## config.mk

```make
export PLATFORM = sky130hd
export DESIGN_NAME = operating_mode_run_control
export DESIGN_NICKNAME = d
export VERILOG_FILES = /design/src/core/run_ctl_pkg.sv /design/src/core/nv_if.sv /design/src/core/operating_mode_run_control.sv /design/src/core/second_tick.sv /design/src/core/settings_store.sv
export SDC_FILE = /design/constraint.sdc
export NUM_CORES = 1
export LEC_CHECK = 0
export BUFFER_PORTS_ARGS = -buffer_cell sky130_fd_sc_hd__buf_2
export CAP_MARGIN = 10
export CORE_MARGIN = 2
export CORE_UTILIZATION = 35
export CTS_CLUSTER_SIZE = 10
export DETAILED_ROUTE_END_ITERATION = 12
export GPL_ROUTABILITY_DRIVEN = 0
export PLACE_DENSITY = 0.5
export SETUP_SLACK_MARGIN = 0.15
export SYNTH_ARGS = -nofsm -noshare
export SYNTH_HDL_FRONTEND = slang
export SYNTH_SLANG_ARGS = --single-unit
```

## constraint.sdc

```tcl
create_clock -name aclk -period 3.8 [get_ports aclk]
set_input_delay 0.38 -clock aclk [delete_from_list [all_inputs] [get_ports aclk]]
set_output_delay 0.38 -clock aclk [all_outputs]
set_load 0.005 [all_outputs]
```

## src/core/run_ctl_pkg.sv

```systemverilog
// Constants and types shared by the run control block.
// Assumes a 250 MHz system clock and a 32-bit AXI4-Lite register bus.
package run_ctl_pkg;
	// ==========================================================
	// Register map
	localparam int         ADDR_W     = 8;
	localparam int         DATA_W     = 32;
	localparam logic [7:0] OFS_CMD    = 8'h00;
	localparam logic [7:0] OFS_PARAM  = 8'h04;
	localparam logic [7:0] OFS_DELAY  = 8'h08;
	localparam logic [7:0] OFS_STATUS = 8'h0c;
	// ==========================================================
	// Command word fields
	localparam int CMD_RESTORE   = 0;
	localparam int CMD_LOAD      = 1;
	localparam int CMD_SAVE      = 2;
	localparam int CMD_RUN       = 3;
	localparam int CMD_STOP      = 4;
	localparam int CMD_PIN_EN    = 5;
	localparam int CMD_PIN_DIS   = 6;
	localparam int CMD_SEND      = 7;
	localparam int CMD_COUNT_LSB = 8;
	localparam int CMD_W         = 16;
	localparam int COUNT_W       = 8;
	// ==========================================================
	// Status word fields
	localparam int STS_RUN       = 0;
	localparam int STS_FACTORY   = 1;
	localparam int STS_PIN_EN    = 2;
	localparam int STS_PIN       = 3;
	localparam int STS_DELAY     = 4;
	localparam int STS_BURST     = 5;
	localparam int STS_PEND      = 6;
	localparam int STS_BUSY      = 7;
	localparam int STS_LEFT_LSB  = 8;
	localparam int STS_DLEFT_LSB = 16;
	// ==========================================================
	// Reset values and responses
	localparam logic [31:0] PARAM_RESET = 32'h0000_0000;
	localparam logic [7:0]  DELAY_RESET = 8'h00;
	localparam logic [1:0]  RESP_OKAY   = 2'b00;
	localparam logic [1:0]  RESP_SLVERR = 2'b10;
	// ==========================================================
	// Timing: one start-delay step in clock cycles
	localparam int CLK_FREQ_HZ   = 250_000_000;
	localparam int TICK_PERIOD_S = 1;
	localparam int TICK_CYCLES   = TICK_PERIOD_S * CLK_FREQ_HZ;
	// ==========================================================
	// Operating settings image and sequencer states
	typedef struct packed {
		logic [31:0] param;
		logic [7:0]  delay;
		logic        pin_en;
		logic        run;
	} settings_s;
	localparam settings_s SETTINGS_DEFAULT = '{param: PARAM_RESET,
		delay: DELAY_RESET, pin_en: 1'b0, run: 1'b0};
	typedef enum logic [2:0] {
		SEQ_IDLE  = 3'b001,
		SEQ_ISSUE = 3'b010,
		SEQ_WAIT  = 3'b100
	} seq_state_e;
endpackage

```

## src/core/nv_if.sv

```systemverilog
// Link between the controller and its settings store.
// Assumes both ends run on the same clock.
`timescale 1ns/100ps
`default_nettype none
interface nv_if;
	import run_ctl_pkg::*;
	logic      save;
	logic      erase;
	settings_s wr_image;
	settings_s rd_image;
	logic      rd_valid;
	modport ctl   (output save, erase, wr_image, input rd_image, rd_valid);
	modport store (input save, erase, wr_image, output rd_image, rd_valid);
endinterface
`default_nettype wire

```

## src/core/operating_mode_run_control.sv

```systemverilog
// Operating mode and run control: mode choice, settings save, run gating.
// Assumes an AXI4-Lite master, a datapath answering cycle_start with
// cycle_done, and run_stop_pin synchronous to aclk.
//
// Overview of operation
// Restore command or pin low at power-up selects factory-restore mode.
// Factory restore reloads every operating parameter with its default.
// Factory restore erases the saved settings image.
// Pin high at power-up or load command selects saved-settings mode.
// Saved-settings mode loads parameters from storage and runs on them.
// Save copies current state; a later load restores that copy, run taken from the pin if pin control is on.
// Without a run instruction no read-and-update cycles happen.
// After run, cycles repeat back to back until stop.
// Commands from bus and keypad keep executing while running.
// With pin control on, run while pin high, stop while pin low.
// Pin control off makes the pin level irrelevant to running.
// Host must not enable pin control with lap or count functions.
// Send with count n performs exactly n cycles, zero meaning one.
// After a send burst the prior run or stop state resumes.
// Commands arriving during a send burst wait until it completes.
// After run, a programmable delay precedes the first cycle.
// The start delay counts whole seconds, up to 255.
// Delay uses a one-second tick that restarts on each run request.
// With pin control on, a pin change overrides the last command.
`timescale 1ns/100ps
`default_nettype none
module operating_mode_run_control
	import run_ctl_pkg::*;
#(
	parameter int TICK_CYCLES_P = TICK_CYCLES
) (
	input  wire logic              aclk,
	input  wire logic              aresetn,
	input  wire logic              nv_resetn,
	input  wire logic [ADDR_W-1:0] s_axi_awaddr,
	input  wire logic              s_axi_awvalid,
	output var  logic              s_axi_awready,
	input  wire logic [DATA_W-1:0] s_axi_wdata,
	input  wire logic [3:0]        s_axi_wstrb,
	input  wire logic              s_axi_wvalid,
	output var  logic              s_axi_wready,
	output var  logic [1:0]        s_axi_bresp,
	output var  logic              s_axi_bvalid,
	input  wire logic              s_axi_bready,
	input  wire logic [ADDR_W-1:0] s_axi_araddr,
	input  wire logic              s_axi_arvalid,
	output var  logic              s_axi_arready,
	output var  logic [DATA_W-1:0] s_axi_rdata,
	output var  logic [1:0]        s_axi_rresp,
	output var  logic              s_axi_rvalid,
	input  wire logic              s_axi_rready,
	input  wire logic              run_stop_pin,
	input  wire logic              keypad_valid,
	input  wire logic [CMD_W-1:0]  keypad_cmd,
	output var  logic              cycle_start,
	input  wire logic              cycle_done,
	output var  logic              running,
	output var  logic              factory_mode,
	output var  logic [31:0]       param_out
);
	nv_if nv ();

	settings_s            cfg;
	settings_s            next_cfg;
	seq_state_e           state;
	logic                 next_factory;
	logic                 boot_done;
	logic                 pin_q;
	logic                 pin_edge;
	logic                 aw_held;
	logic                 w_held;
	logic [ADDR_W-1:0]    aw_addr_q;
	logic [DATA_W-1:0]    w_data_q;
	logic [3:0]           w_strb_q;
	logic                 wr_commit;
	logic [DATA_W-1:0]    wr_merged;
	logic [CMD_W-1:0]     cmd_now;
	logic [CMD_W-1:0]     pend;
	logic                 pend_valid;
	logic                 burst_busy;
	logic [CMD_W-1:0]     exec;
	logic                 do_restore;
	logic                 do_load;
	logic                 start_req;
	logic                 tick;
	logic                 delay_active;
	logic [7:0]           delay_left;
	logic [COUNT_W-1:0]   burst_left;
	logic [COUNT_W-1:0]   send_n;
	logic                 cycle_ok;
	logic [DATA_W-1:0]    status;

	// ==========================================================
	// Helpers
	function automatic logic known_reg(input logic [ADDR_W-1:0] a);
		return a == OFS_CMD || a == OFS_PARAM || a == OFS_DELAY ||
			a == OFS_STATUS;
	endfunction

	function automatic logic [31:0] merge_bytes(input logic [31:0] old,
		input logic [31:0] nw, input logic [3:0] strb);
		logic [31:0] r;
		r = old;
		for (int i = 0; i < 4; i++) begin
			if (strb[i]) begin
				r[8*i +: 8] = nw[8*i +: 8];
			end
		end
		return r;
	endfunction

	// ==========================================================
	// Sub-blocks
	settings_store u_store (
		.aclk      (aclk),
		.nv_resetn (nv_resetn),
		.nv        (nv.store)
	);

	second_tick #(
		.TICK_CYCLES_P (TICK_CYCLES_P)
	) u_tick (
		.aclk    (aclk),
		.aresetn (aresetn),
		.restart (start_req),
		.tick    (tick)
	);

	// ==========================================================
	// AXI4-Lite write channel: address and data taken in either order
	assign s_axi_awready = !aw_held && !s_axi_bvalid;
	assign s_axi_wready  = !w_held && !s_axi_bvalid;
	assign wr_commit     = aw_held && w_held && !s_axi_bvalid;

	always_ff @(posedge aclk) begin
		if (!aresetn) begin
			aw_held      <= 1'b0;
			w_held       <= 1'b0;
			aw_addr_q    <= '0;
			w_data_q     <= '0;
			w_strb_q     <= '0;
			s_axi_bvalid <= 1'b0;
			s_axi_bresp  <= RESP_OKAY;
		end else begin
			if (s_axi_awvalid && s_axi_awready) begin
				aw_held   <= 1'b1;
				aw_addr_q <= s_axi_awaddr;
			end
			if (s_axi_wvalid && s_axi_wready) begin
				w_held   <= 1'b1;
				w_data_q <= s_axi_wdata;
				w_strb_q <= s_axi_wstrb;
			end
			if (wr_commit) begin
				aw_held      <= 1'b0;
				w_held       <= 1'b0;
				s_axi_bvalid <= 1'b1;
				s_axi_bresp  <= known_reg(aw_addr_q) ? RESP_OKAY
					: RESP_SLVERR;
			end else if (s_axi_bready) begin
				s_axi_bvalid <= 1'b0;
			end
		end
	end

	// ==========================================================
	// AXI4-Lite read channel, one cycle to answer
	assign s_axi_arready = !s_axi_rvalid;

	always_ff @(posedge aclk) begin
		if (!aresetn) begin
			s_axi_rvalid <= 1'b0;
			s_axi_rdata  <= '0;
			s_axi_rresp  <= RESP_OKAY;
		end else if (s_axi_arvalid && s_axi_arready) begin
			s_axi_rvalid <= 1'b1;
			s_axi_rresp  <= known_reg(s_axi_araddr) ? RESP_OKAY
				: RESP_SLVERR;
			case (s_axi_araddr)
				OFS_PARAM:  s_axi_rdata <= cfg.param;
				OFS_DELAY:  s_axi_rdata <= {24'h000000, cfg.delay};
				OFS_STATUS: s_axi_rdata <= status;
				default:    s_axi_rdata <= '0;
			endcase
		end else if (s_axi_rready) begin
			s_axi_rvalid <= 1'b0;
		end
	end

	assign status = {8'h00, delay_left, burst_left, state != SEQ_IDLE,
		pend_valid, burst_busy, delay_active, pin_q, cfg.pin_en,
		factory_mode, cfg.run};

	// ==========================================================
	// Command sources: bus command word and keypad, merged
	assign wr_merged = merge_bytes(32'h00000000, w_data_q, w_strb_q);
	assign cmd_now = ((wr_commit && aw_addr_q == OFS_CMD) ?
		wr_merged[CMD_W-1:0] : '0) |
		(keypad_valid ? keypad_cmd : '0);

	assign burst_busy = burst_left != '0;

	// Commands wait in a merged slot while a send burst is under way
	always_comb begin
		exec = '0;
		if (!burst_busy) begin
			exec = pend_valid ? pend : cmd_now;
		end
	end

	always_ff @(posedge aclk) begin
		if (!aresetn) begin
			pend       <= '0;
			pend_valid <= 1'b0;
		end else if (!burst_busy && pend_valid) begin
			pend       <= cmd_now;
			pend_valid <= cmd_now[CMD_SEND:0] != '0;
		end else if (burst_busy && cmd_now[CMD_SEND:0] != '0) begin
			pend[CMD_SEND:0] <= pend[CMD_SEND:0] | cmd_now[CMD_SEND:0];
			if (cmd_now[CMD_SEND]) begin
				pend[CMD_W-1:CMD_COUNT_LSB] <=
					cmd_now[CMD_W-1:CMD_COUNT_LSB];
			end
			pend_valid <= 1'b1;
		end
	end

	// ==========================================================
	// Power-up strap capture and pin edge detection
	assign do_restore = (!boot_done && !run_stop_pin) ||
		exec[CMD_RESTORE];
	assign do_load = (!boot_done && run_stop_pin) || exec[CMD_LOAD];
	assign pin_edge = run_stop_pin != pin_q;

	always_ff @(posedge aclk) begin
		if (!aresetn) begin
			boot_done <= 1'b0;
			pin_q     <= 1'b1;
		end else begin
			boot_done <= 1'b1;
			pin_q     <= run_stop_pin;
		end
	end

	// ==========================================================
	// Next operating settings from writes, pin and commands
	always_comb begin
		next_cfg     = cfg;
		next_factory = factory_mode;
		start_req    = 1'b0;
		nv.save      = 1'b0;
		nv.erase     = 1'b0;
		nv.wr_image  = cfg;
		if (wr_commit && aw_addr_q == OFS_PARAM) begin
			next_cfg.param = merge_bytes(cfg.param, w_data_q, w_strb_q);
		end
		if (wr_commit && aw_addr_q == OFS_DELAY && w_strb_q[0]) begin
			next_cfg.delay = w_data_q[7:0];
		end
		if (cfg.pin_en && pin_edge) begin
			next_cfg.run = run_stop_pin;
			start_req    = run_stop_pin;
		end
		if (do_restore) begin
			next_cfg     = SETTINGS_DEFAULT;
			next_factory = 1'b1;
			nv.erase     = 1'b1;
		end else if (do_load) begin
			next_cfg = nv.rd_valid ? nv.rd_image : SETTINGS_DEFAULT;
			if (next_cfg.pin_en) begin
				next_cfg.run = run_stop_pin;
			end
			next_factory = 1'b0;
			start_req    = 1'b1;
		end else if (exec[CMD_SAVE]) begin
			nv.save = 1'b1;
		end
		if (exec[CMD_STOP]) begin
			next_cfg.run = 1'b0;
		end else if (exec[CMD_RUN]) begin
			next_cfg.run = 1'b1;
			start_req    = 1'b1;
		end
		if (exec[CMD_PIN_DIS]) begin
			next_cfg.pin_en = 1'b0;
		end else if (exec[CMD_PIN_EN]) begin
			next_cfg.pin_en = 1'b1;
			next_cfg.run    = run_stop_pin;
			start_req       = 1'b1;
		end
		start_req = start_req && next_cfg.run;
	end

	always_ff @(posedge aclk) begin
		if (!aresetn) begin
			cfg          <= SETTINGS_DEFAULT;
			factory_mode <= 1'b0;
		end else begin
			cfg          <= next_cfg;
			factory_mode <= next_factory;
		end
	end

	assign running   = cfg.run;
	assign param_out = cfg.param;

	// ==========================================================
	// Start delay in whole seconds, restarted on every run request
	always_ff @(posedge aclk) begin
		if (!aresetn) begin
			delay_active <= 1'b0;
			delay_left   <= 8'h00;
		end else if (start_req) begin
			delay_active <= 1'b1;
			delay_left   <= next_cfg.delay;
		end else if (!cfg.run || delay_left == 8'h00) begin
			delay_active <= 1'b0;
			delay_left   <= 8'h00;
		end else if (tick) begin
			delay_left <= delay_left - 1'b1;
		end
	end

	// ==========================================================
	// Counted send burst; zero count means one cycle
	assign send_n = (exec[CMD_W-1:CMD_COUNT_LSB] == '0) ? COUNT_W'(1)
		: exec[CMD_W-1:CMD_COUNT_LSB];

	always_ff @(posedge aclk) begin
		if (!aresetn) begin
			burst_left <= '0;
		end else if (exec[CMD_SEND]) begin
			burst_left <= send_n;
		end else if (state == SEQ_WAIT && cycle_done && burst_busy) begin
			burst_left <= burst_left - 1'b1;
		end
	end

	// ==========================================================
	// Cycle sequencer: burst cycles first, then continuous running
	assign cycle_ok    = burst_busy || (cfg.run && !delay_active);
	assign cycle_start = state == SEQ_ISSUE;

	always_ff @(posedge aclk) begin
		if (!aresetn) begin
			state <= SEQ_IDLE;
		end else begin
			case (state)
				SEQ_IDLE:  state <= cycle_ok ? SEQ_ISSUE : SEQ_IDLE;
				SEQ_ISSUE: state <= SEQ_WAIT;
				SEQ_WAIT:  state <= cycle_done ? SEQ_IDLE : SEQ_WAIT;
				default:   state <= SEQ_IDLE;
			endcase
		end
	end
endmodule
`default_nettype wire

```

## src/core/second_tick.sv

```systemverilog
// One-second tick generator for the start delay.
// Assumes restart is a one-cycle pulse from the controller.
`timescale 1ns/100ps
`default_nettype none
module second_tick
	import run_ctl_pkg::*;
#(
	parameter int TICK_CYCLES_P = TICK_CYCLES
) (
	input  wire logic aclk,
	input  wire logic aresetn,
	input  wire logic restart,
	output var  logic tick
);
	localparam int CNT_W = $clog2(TICK_CYCLES_P);
	localparam logic [CNT_W-1:0] LAST = CNT_W'(TICK_CYCLES_P - 1);

	logic [CNT_W-1:0] count;

	// ==========================================================
	// Elaboration check
	if (TICK_CYCLES_P < 2) begin : g_bad_tick
		$error("second_tick needs at least two cycles per tick");
	end

	// ==========================================================
	// Cycle counter, restarted so the first step is a full second
	always_ff @(posedge aclk) begin
		if (!aresetn || restart) begin
			count <= '0;
			tick  <= 1'b0;
		end else if (count == LAST) begin
			count <= '0;
			tick  <= 1'b1;
		end else begin
			count <= count + 1'b1;
			tick  <= 1'b0;
		end
	end
endmodule
`default_nettype wire

```

## src/core/settings_store.sv

```systemverilog
// Non-volatile image of the operating settings.
// Assumes nv_resetn models first power-up only; aresetn leaves it alone.
`timescale 1ns/100ps
`default_nettype none
module settings_store
	import run_ctl_pkg::*;
(
	input  wire logic aclk,
	input  wire logic nv_resetn,
	nv_if.store       nv
);
	settings_s image;
	logic      valid;

	// ==========================================================
	// Stored image; erase wins over save
	always_ff @(posedge aclk) begin
		if (!nv_resetn) begin
			image <= SETTINGS_DEFAULT;
			valid <= 1'b0;
		end else if (nv.erase) begin
			image <= SETTINGS_DEFAULT;
			valid <= 1'b0;
		end else if (nv.save) begin
			image <= nv.wr_image;
			valid <= 1'b1;
		end
	end

	assign nv.rd_image = image;
	assign nv.rd_valid = valid;
endmodule
`default_nettype wire

```

[After elaboration in Yosys (flattened, before gate mapping)]
Cells that the tools add are included.
Operators by class
  equality and inequality tests: 12
  bitwise operators: 4
  reductions and logical operators: 71
  add/subtract/negate cells: 3
  muxes and demuxes: 59
Operators with widths (number)
  $mux W8: 14
  $mux W16: 6
  $pmux W32 S3: 1
  $mux W42: 2
  $eq A8 B4 Y1 const B: 4
  $logic_not A8 Y1: 4
  $mux W32: 1
  $add A28 B1 Y28 const B: 1
  $eq A28 B28 Y1 const B: 1
  $mux W1: 28
  $reduce_bool A2 Y1: 12
  $logic_and A1 B1 Y1: 20
  $eq A8 B3 Y1 const B: 2
  $or A16 B16 Y16: 1
  $reduce_bool A8 Y1: 2
  $sub A8 B1 Y8 const B: 2
  $logic_or A1 B1 Y1: 11
  $logic_not A1 Y1: 10
  $mux W10: 1
  $reduce_and A2 Y1: 5
  $reduce_or A2 Y1: 5
  $pmux W3 S3: 1
  $mux W2: 4
  $or A8 B8 Y8: 1
  other kinds (8): 10
Storage, ports and cells
  logic and storage cells: 183
  bits in registers: 238
  output and inout port bits: 76
  bits of input ports: 79

[Logic depth before layout (Yosys ltp)]
Gate-level depths: netlist of the first run.
  depth after elaboration: 17
  mapped depth: 13
  gate-level depth less buffers: 10

[Cells and area by module]
A second synthesis of the first run with hierarchy kept.
Second synthesis, totals
  cells, all modules: 1226
  area, all modules: 10722.8 µm²
Modules (own cells, without submodules)
  operating_mode_run_control: cells an instance 918, instances 1, area each 7706.1 µm²
  settings_store: cells an instance 140, instances 1, area each 1569.0 µm²
  second_tick: cells an instance 168, instances 1, area each 1447.6 µm²

[Worst setup path after synthesis of the first run]
No wires, ideal clock.
  kind: flip-flop to flip-flop
  start: register burst_left[0]
  end: register delay_left[6]
  arrival: 2.691 ns
  required time: 3.681 ns
  cell stages (with the launch flop): 12
  path slack: 0.991 ns
  library setup time: 0.119 ns
  cells stage by stage: dfxtp_1 inv_1 ha_1 or3b_2 nor3_2 a32oi_1 a311oi_1 a211oi_2 nor3_4 buf_6 nor2_1 o221a_2
Between the ends
  word-level cells in the longest chain between the ends: 11
  elaborated cells between the ends (all ways): 19
  those cells by class: mux: 14; reduce/logical: 5
Ends and longest elaborated chain
  from (decl): RTL line operating_mode_run_control.sv:88  | logic [COUNT_W-1:0] burst_left;
  from (signal assigned): RTL line operating_mode_run_control.sv:333  | burst_left <= send_n;
  from (signal assigned): RTL line operating_mode_run_control.sv:335  | burst_left <= burst_left - 1'b1;
  $reduce_bool A8 Y1 (*): RTL line operating_mode_run_control.sv:201  | assign burst_busy = burst_left != '0;
  $mux W16 (*): RTL line operating_mode_run_control.sv:206  | if (!burst_busy) begin
  $logic_or A1 B1 Y1: RTL line operating_mode_run_control.sv:232  | assign do_load = (!boot_done && run_stop_pin) || exec[CMD_LOAD];
  $mux W1 / $mux W42 (equally long branches): RTL line operating_mode_run_control.sv:268  | end else if (do_load) begin
  $mux W1 / $mux W10 (equally long branches): RTL line operating_mode_run_control.sv:264  | if (do_restore) begin
  $mux W1: RTL line operating_mode_run_control.sv:280  | end else if (exec[CMD_RUN]) begin
  $mux W1: RTL line operating_mode_run_control.sv:278  | if (exec[CMD_STOP]) begin
  $mux W1 / $mux W2 (equally long branches): RTL line operating_mode_run_control.sv:286  | end else if (exec[CMD_PIN_EN]) begin
  $mux W1: RTL line operating_mode_run_control.sv:284  | if (exec[CMD_PIN_DIS]) begin
  $logic_and A1 B1 Y1: RTL line operating_mode_run_control.sv:291  | start_req = start_req && next_cfg.run;
  $reduce_bool A3 Y1 (no line) / $mux W8 (equally long branches)
  to (signal assigned): RTL line operating_mode_run_control.sv:315  | delay_left <= next_cfg.delay;
  to (signal assigned): RTL line operating_mode_run_control.sv:320  | delay_left <= delay_left - 1'b1;
  to (decl): RTL line operating_mode_run_control.sv:87  | logic [7:0] delay_left;
Every way passes the cells marked *; elsewhere a longest branch is shown, timed or not. The select of a mux whose other input is x is not followed.
A chain may end at the register's enable or synchronous reset.

[Worst setup path in the final report of the first run]
  start: register burst_left[4]
  end: register delay_left[4]
Same word-level chain as after synthesis.

==> results_dict.tcl, run 1 <==
set metrics [dict create \
    yosysUniqueCellTypes 84 \
    worstMarginPinSlew_ns 0.8904 \
    critPathCaptureType "register" \
    setup_viol 0 \
    cts_sinks 236 \
    critPathMaxFanout 17 \
    die_h_um 177.3 \
    globalRouteTotalUtil 0.2023 \
    syn_area_per_cell_um2 8.459 \
    seq_area_frac_synth 0.4493 \
    min_from "s_axi_rready" \
    p_leak_uw 0.004745 \
    worstSkewPairLatency_ns 0.54 \
    synth_ff_type "dfxtp_1" \
    port_buffers 152 \
    grt.overflow.total 0 \
    top_usage_layer "met2" \
    min_to "s_axi_rvalid" \
    grt_max_degree 77 \
    arrival_ns 3.70 \
    fin_skew_ns 0.01274 \
    reg2reg_from "burst_left[4]" \
    drv_cap 0 \
    async_flop_share 0 \
    cts-root-buf "clkbuf_16" \
    postCtsSetupBuffers 0 \
    finalHoldViolations 0 \
    cts_buffers 29 \
    area_delta_synth_final_pct 15.94 \
    antenna_left 0 \
    grt_pass1_wl_um 50180 \
    reg2reg_slack_ns 0.53 \
    synth_compound_gate_area_share 0.1872 \
    report.power.total_uw 7135 \
    ir_worst_vdd_mv 0.3719 \
    cts.path.max_buffers 3 \
    crit_path_start_kind "register" \
    hold_class "primary input to register" \
    syn-cell-area_mm2 0.01052 \
    whs_ns 0.02779 \
    rsz0062_at_grt "no" \
    start_util 0.3548 \
    synth.area.mux_share 0.04093 \
    die_area_mm2 0.03145 \
    synth_seq_cells 236 \
    wl_um 32170 \
    tns_ns 0 \
    wl_per_cell_um 18.40 \
    timing.final.crit_share 0.8610 \
    synthCells 1243 \
    fill_cells 3095 \
    drt_iter0_drc 745 \
    synth_fa_ha_area_frac 0.004760 \
    diodes 0 \
    reg2reg_to "delay_left[4]" \
    ios 155 \
    drc 0 \
    rr_worst_depth 9 \
    ys_top_cells_by_area "dfxtp_1, nand2_1, a21oi_1, nor2_1, a222oi_1" \
    grt_antenna_before_repair 0 \
    core-area_mm2 0.02964 \
    nNetsFinal 1429 \
    min_period_ns 3.272 \
    drive_above_1_share 0.2194 \
    avgViaCountPerCell 5.297 \
    maxSlewViolCount 0 \
    status "finished clean" \
    cts.clk_slew.worst_paths_ns 0.06 \
    crit_type "register to register" \
    synth_top_area_share 0.4493 \
    htreeDepth 1 \
    relSlewSlack 0.4064 \
    post-route-util 0.4113 \
    grt.met1_usage 0.2832 \
    synth_top_family_by_area "simple AND/OR/NAND/NOR gates" \
    synth_xor_area_frac 0.02749 \
    grt_util_met3 0.03213 \
    vias 9260 \
    first_pass_iters 7 \
    synth-edff-count 0 \
    grt_pass1_vias 8757 \
    synth_area_leader_cell "dfxtp_1" \
    cts_tree "done" \
    grt_use_met2 0.3270 \
    hpwl_um 22230 \
    ys.warnings.count 0 \
    yosys.area_share.simple 0.2273 \
    fmax_mhz 305.7 \
    rows 63 \
    ctsHoldBuffers 0 \
    hold_depth 2 \
    crit_required_ns 4.23 \
    power_density_mw_per_mm2 585.3 \
    dieWidth_um 177.3 \
]
-- power breakdown --
part | internal, µW | switching, µW
Sequential | 2620 | 177
Combinational | 650 | 1250
Clock | 1430 | 1010
-- final cells by class --
| type | instances | area, µm² | share of cell area |
|---|---|---|---|
| clock inverters | 5 | 28.78 | 0.002360 |
| clock buffers | 38 | 789.5 | 0.06476 |
| inverters | 13 | 50.05 | 0.004105 |
| multi-input cells | 887 | 5147 | 0.4222 |
| well taps | 390 | 488.0 | 0.04002 |
| flip-flops and latches | 236 | 4725 | 0.3875 |
| repair buffers | 179 | 963.4 | 0.07902 |
-- layer usage --
layer,part of all wire,vias up
met4,0.017,0
met3,0.059,37
met2,0.45,281
met5,0,-
li1,-,4526
met1,0.47,4416
-- cells in the final DEF, fill, tap and decap left out, drive strengths merged, types with 4 or more instances in the layout --
master and instances:
a211oi 4, a21boi 6, a21oi 127, a222oi 32
a22o 8, a22oi 42, a2bb2oi 8, a31oi 4
and2 11, and3 17, buf 179, clkbuf 38
clkinv 5, dfxtp 236, ha 4, inv 13
mux2 24, mux2i 16, nand2 227, nand2b 11
nand3 17, nand4 6, nor2 171, nor3 17
nor3b 4, nor4 12, o21ai 23, o221a 5
or2 7, xnor2 11, xor2 22
-- synthesized netlist by cell type (8+ instances only) --
master,count
nand2_1,226
and3_1,16
inv_1,12
a22oi_1,41
mux2i_1,16
clkbuf_1,49
xnor2_1,11
a2bb2oi_1,8
a21oi_1,127
nor2_2,11
nor4_1,10
nand3_1,16
buf_4,34
mux2_2,24
nor2_1,160
a222oi_1,32
buf_2,9
xor2_1,22
dfxtp_1,236
nor3_1,13
o21ai_0,21
nand2b_1,10
-- kinds of logic after synthesis --
logic type	count (synthesis)
AO/OA/AOI/OAI	288
buffers and inverters	121
XOR/XNOR	33
AND/OR/NAND/NOR	520
multiplexers	40
adder cells (fa/ha/maj)	4
other	1
flip-flops	236
-- timing repair --
action                     in CTS  in global routing
resized for setup               0                  1
setup endpoints to repair       0                  5
hold endpoints to repair        0                  0
-- per-stage QoR --
| stage | worst slack [ns] | instance area [µm²] | std cells |
|---|---|---|---|
| after floorplan | 0.9907 | 10520 | 1244 |
| after CTS | 0.4169 | 12190 | 1748 |
| final | 0.5283 | 12190 | 1748 |
| after detailed placement | 0.4619 | 11370 | 1705 |
| after global routing | 0.2431 | 12190 | 1748 |
| after global placement | 0.4085 | 11370 | 1705 |
-- sequential cells by signal, indices dropped and copies added (netlist names), 3 cells and up --
name / flops
aw_addr_q: 8
burst_left: 8
cfg: 9
delay_left: 8
param_out: 32
pend: 16
s_axi_rdata: 32
state: 3
u_store.nv.rd_image: 42
u_tick.count: 28
w_data_q: 32
w_strb_q: 4
-- worst max path at each step --
stage                        startpoint          endpoint  slack [ns]
after floorplan           burst_left[0]     delay_left[6]        0.99
after global placement    burst_left[0]     delay_left[5]        0.41
after detailed placement  burst_left[0]     delay_left[5]        0.46
after CTS                 burst_left[0]     delay_left[4]        0.42
after global routing      burst_left[0]  u_tick.count[18]        0.24
final                     burst_left[4]     delay_left[4]        0.53
-- worst max-delay path, cell delays in order, from the launching register on --
cell	delay, ns
dfxtp_1	0.42
nor4_1	0.72
nand2_1	0.45
a21oi_1	0.30
a311oi_1	0.11
a211oi_2	0.43
nor3_4	0.11
buf_4	0.21
and2_2	0.18
o221a_2	0.24
(Power assumes the default switching activity.)
==> run 2, diff against run 1 <==
--- a/config.mk
+++ b/config.mk
@@ -14,2 +14,3 @@
 export GPL_ROUTABILITY_DRIVEN = 0
+export GPL_TIMING_DRIVEN = 0
 export PLACE_DENSITY = 0.5
==> constraint.sdc (replaced) <==
create_clock -name aclk -period 3.8 [get_ports aclk]
set_input_delay 0.19 -clock aclk [delete_from_list [all_inputs] [get_ports aclk]]
set_output_delay 0.19 -clock aclk [all_outputs]
set_load 0.005 [all_outputs]
==> run 2 against run 1 <==
  * Cell area up 7.3%
  * Worst setup slack got worse by 0.15 ns
  * Sequential power about the same
  * Critical path type unchanged
  * Highest routed layer unchanged
==> results_dict.tcl, run 2 (synthesis gave the netlist of run 1 again) <==
set metrics [dict create \
    drv_cap 0 \
    vias 9901 \
    crit_chain "inv_1, ha_1, or3b_2, nor3_2, a32oi_1, a311oi_1, a211oi_2, nor4_4, nand2b_2, o221a_2" \
    min_period_ns 3.424 \
    grt_use_met2 0.3565 \
    cp_slowest_cell "or3b_2" \
    antenna_left 0 \
    dpl_cell_area_mm2 0.01176 \
    hpwl_um 25860 \
    timing.final.crit_share 0.9010 \
    crit_path_start_kind "register" \
    cts_sinks 236 \
    drive_above_1_share 0.2148 \
    drc 0 \
    reg2reg_to "delay_left[5]" \
    finalHoldViolations 0 \
    grt_max_degree 14 \
    layout_common_cells "dfxtp_1, nand2_1, nor2_1, buf_2, a21oi_1" \
    rows 63 \
    cts.path.max_buffers 3 \
    worstMarginPinSlew_ns 1.047 \
    port_buffers 150 \
    dieWidth_um 177.3 \
    hold_class "primary input to register" \
    critPathCaptureType "register" \
    cts.clk_slew.worst_paths_ns 0.06 \
    status "finished clean" \
    maxSlewViolCount 0 \
    htreeDepth 1 \
    first_pass_iters 9 \
    reg2reg_from "burst_left[0]" \
    setup_viol 0 \
    arrival_ns 3.84 \
    min_to "s_axi_rresp[1]" \
    core-area_mm2 0.02964 \
    grt_pass1_wl_um 53690 \
    fmax_mhz 292.1 \
    min_from "s_axi_araddr[6]" \
    cts_buffers 28 \
    critPathLaunch "burst_left[0]" \
    wl_per_cell_um 18.96 \
    globalRouteTotalUtil 0.2220 \
    final_common_cell "dfxtp_1" \
    rr_worst_depth 10 \
    seq_area_mm2 0.004725 \
    hold_depth 3 \
    crit_required_ns 4.22 \
    cts_tree "done" \
    grt.overflow.total 0 \
    postLayoutCellArea_mm2 0.01308 \
    whs_ns 0.05273 \
    slowest_delay_ns 0.55 \
    report.power.total_uw 7318 \
    rsz0062_at_grt "no" \
    die_h_um 177.3 \
    nNetsFinal 1559 \
    relSlewSlack 0.2999 \
    power_density_mw_per_mm2 559.3 \
    tns_ns 0 \
    worstSkewPairLatency_ns 0.54 \
    avgViaCountPerCell 5.281 \
    diodes 0 \
    area_delta_synth_final_pct 24.43 \
    fill_cells 2998 \
    drt_iter0_drc 901 \
    start_util 0.3548 \
    multi_input_area_mm2 0.005146 \
    p_leak_uw 0.005149 \
    crit_type "register to register" \
    ir_worst_vdd_mv 0.3258 \
    grt.met1_usage 0.3099 \
    cts-root-buf "clkbuf_16" \
    grt_antenna_before_repair 0 \
    grt_pass1_vias 9146 \
    critPathMaxFanout 7 \
    largest_reg_flops 42 \
    grt_util_met3 0.03985 \
    reg2reg_slack_ns 0.38 \
    top_usage_layer "met2" \
    wl_um 35550 \
    ios 155 \
    fin_skew_ns 0.01202 \
    die_area_mm2 0.03145 \
]
[run 2: cell count changes in the layout (fill, tap and decap cells not counted), moves of 2 or more]
cell,delta
buf_2,+8
dlygate4sd3_1,+49
buf_4,+9
buf_1,+7
clkinv_2,-5
buf_6,+7
clkbuf_1,+48
clkbuf_8,+2
[run 2: repair_timing]
item / in CTS / in global routing
setup endpoints to repair: 0 / 78
hold buffers: 49 / 0
gates resized for setup: 0 / 5
setup buffers: 0 / 2
endpoints found under the hold margin: 48 / 0
[run 2: where the power goes]
group	total [µW]	internal (µW)	switching [µW]
Combinational	2090	718	1370
Sequential	2790	2620	162
Clock	2440	1440	1010
Total	7320	4780	2540
[run 2: worst max-delay path: cells and delay by family (launching register included)]
kind,cells,cell delay (ns)
simple gates,4,1.57
compound gates,4,1.11
flops,1,0.36
fa+ha+maj,1,0.19
buf+inv,1,0.07
[run 2: routing by layer]
layer  vias to the layer above  part of all wire
met4                         0             0.020
met2                       332              0.45
met1                      4737              0.47
met3                        48             0.068
met5                         -                 0
li1                       4784                 -
[run 2: worst max-delay path by stage]
stage / slack, ns / to / cells after the start
3_3_place_gp: 0.18 / u_tick.count[19] / 11
4_1_cts: 0.16 / u_tick.count[24] / 11
3_5_place_dp: 0.20 / u_store.nv.rd_image[33] / 12
6_report: 0.38 / delay_left[5] / 10
2_1_floorplan: 0.99 / delay_left[6] / 11
5_1_grt: 0.20 / delay_left[5] / 10
[run 2: area by class of cell]
class | instances | share of cell area
plain buffers | 108 | 0.04676
well taps | 390 | 0.03730
flip-flops and latches | 236 | 0.3611
repair buffers | 202 | 0.09639
inverters | 13 | 0.003730
multi-input cells | 887 | 0.3933
clock buffers | 39 | 0.06139
[run 2: per-stage QoR]
| step | utilization | std cells | setup slack [ns] |
|---|---|---|---|
| after floorplan | - | 1244 | 0.9907 |
| after CTS | 0.4405 | 1873 | 0.1599 |
| after global routing | 0.4414 | 1875 | 0.1981 |
| final | 0.4414 | 1875 | 0.3763 |
| after detailed placement | 0.3969 | 1785 | 0.1997 |
| after global placement | 0.3967 | 1784 | 0.1788 |
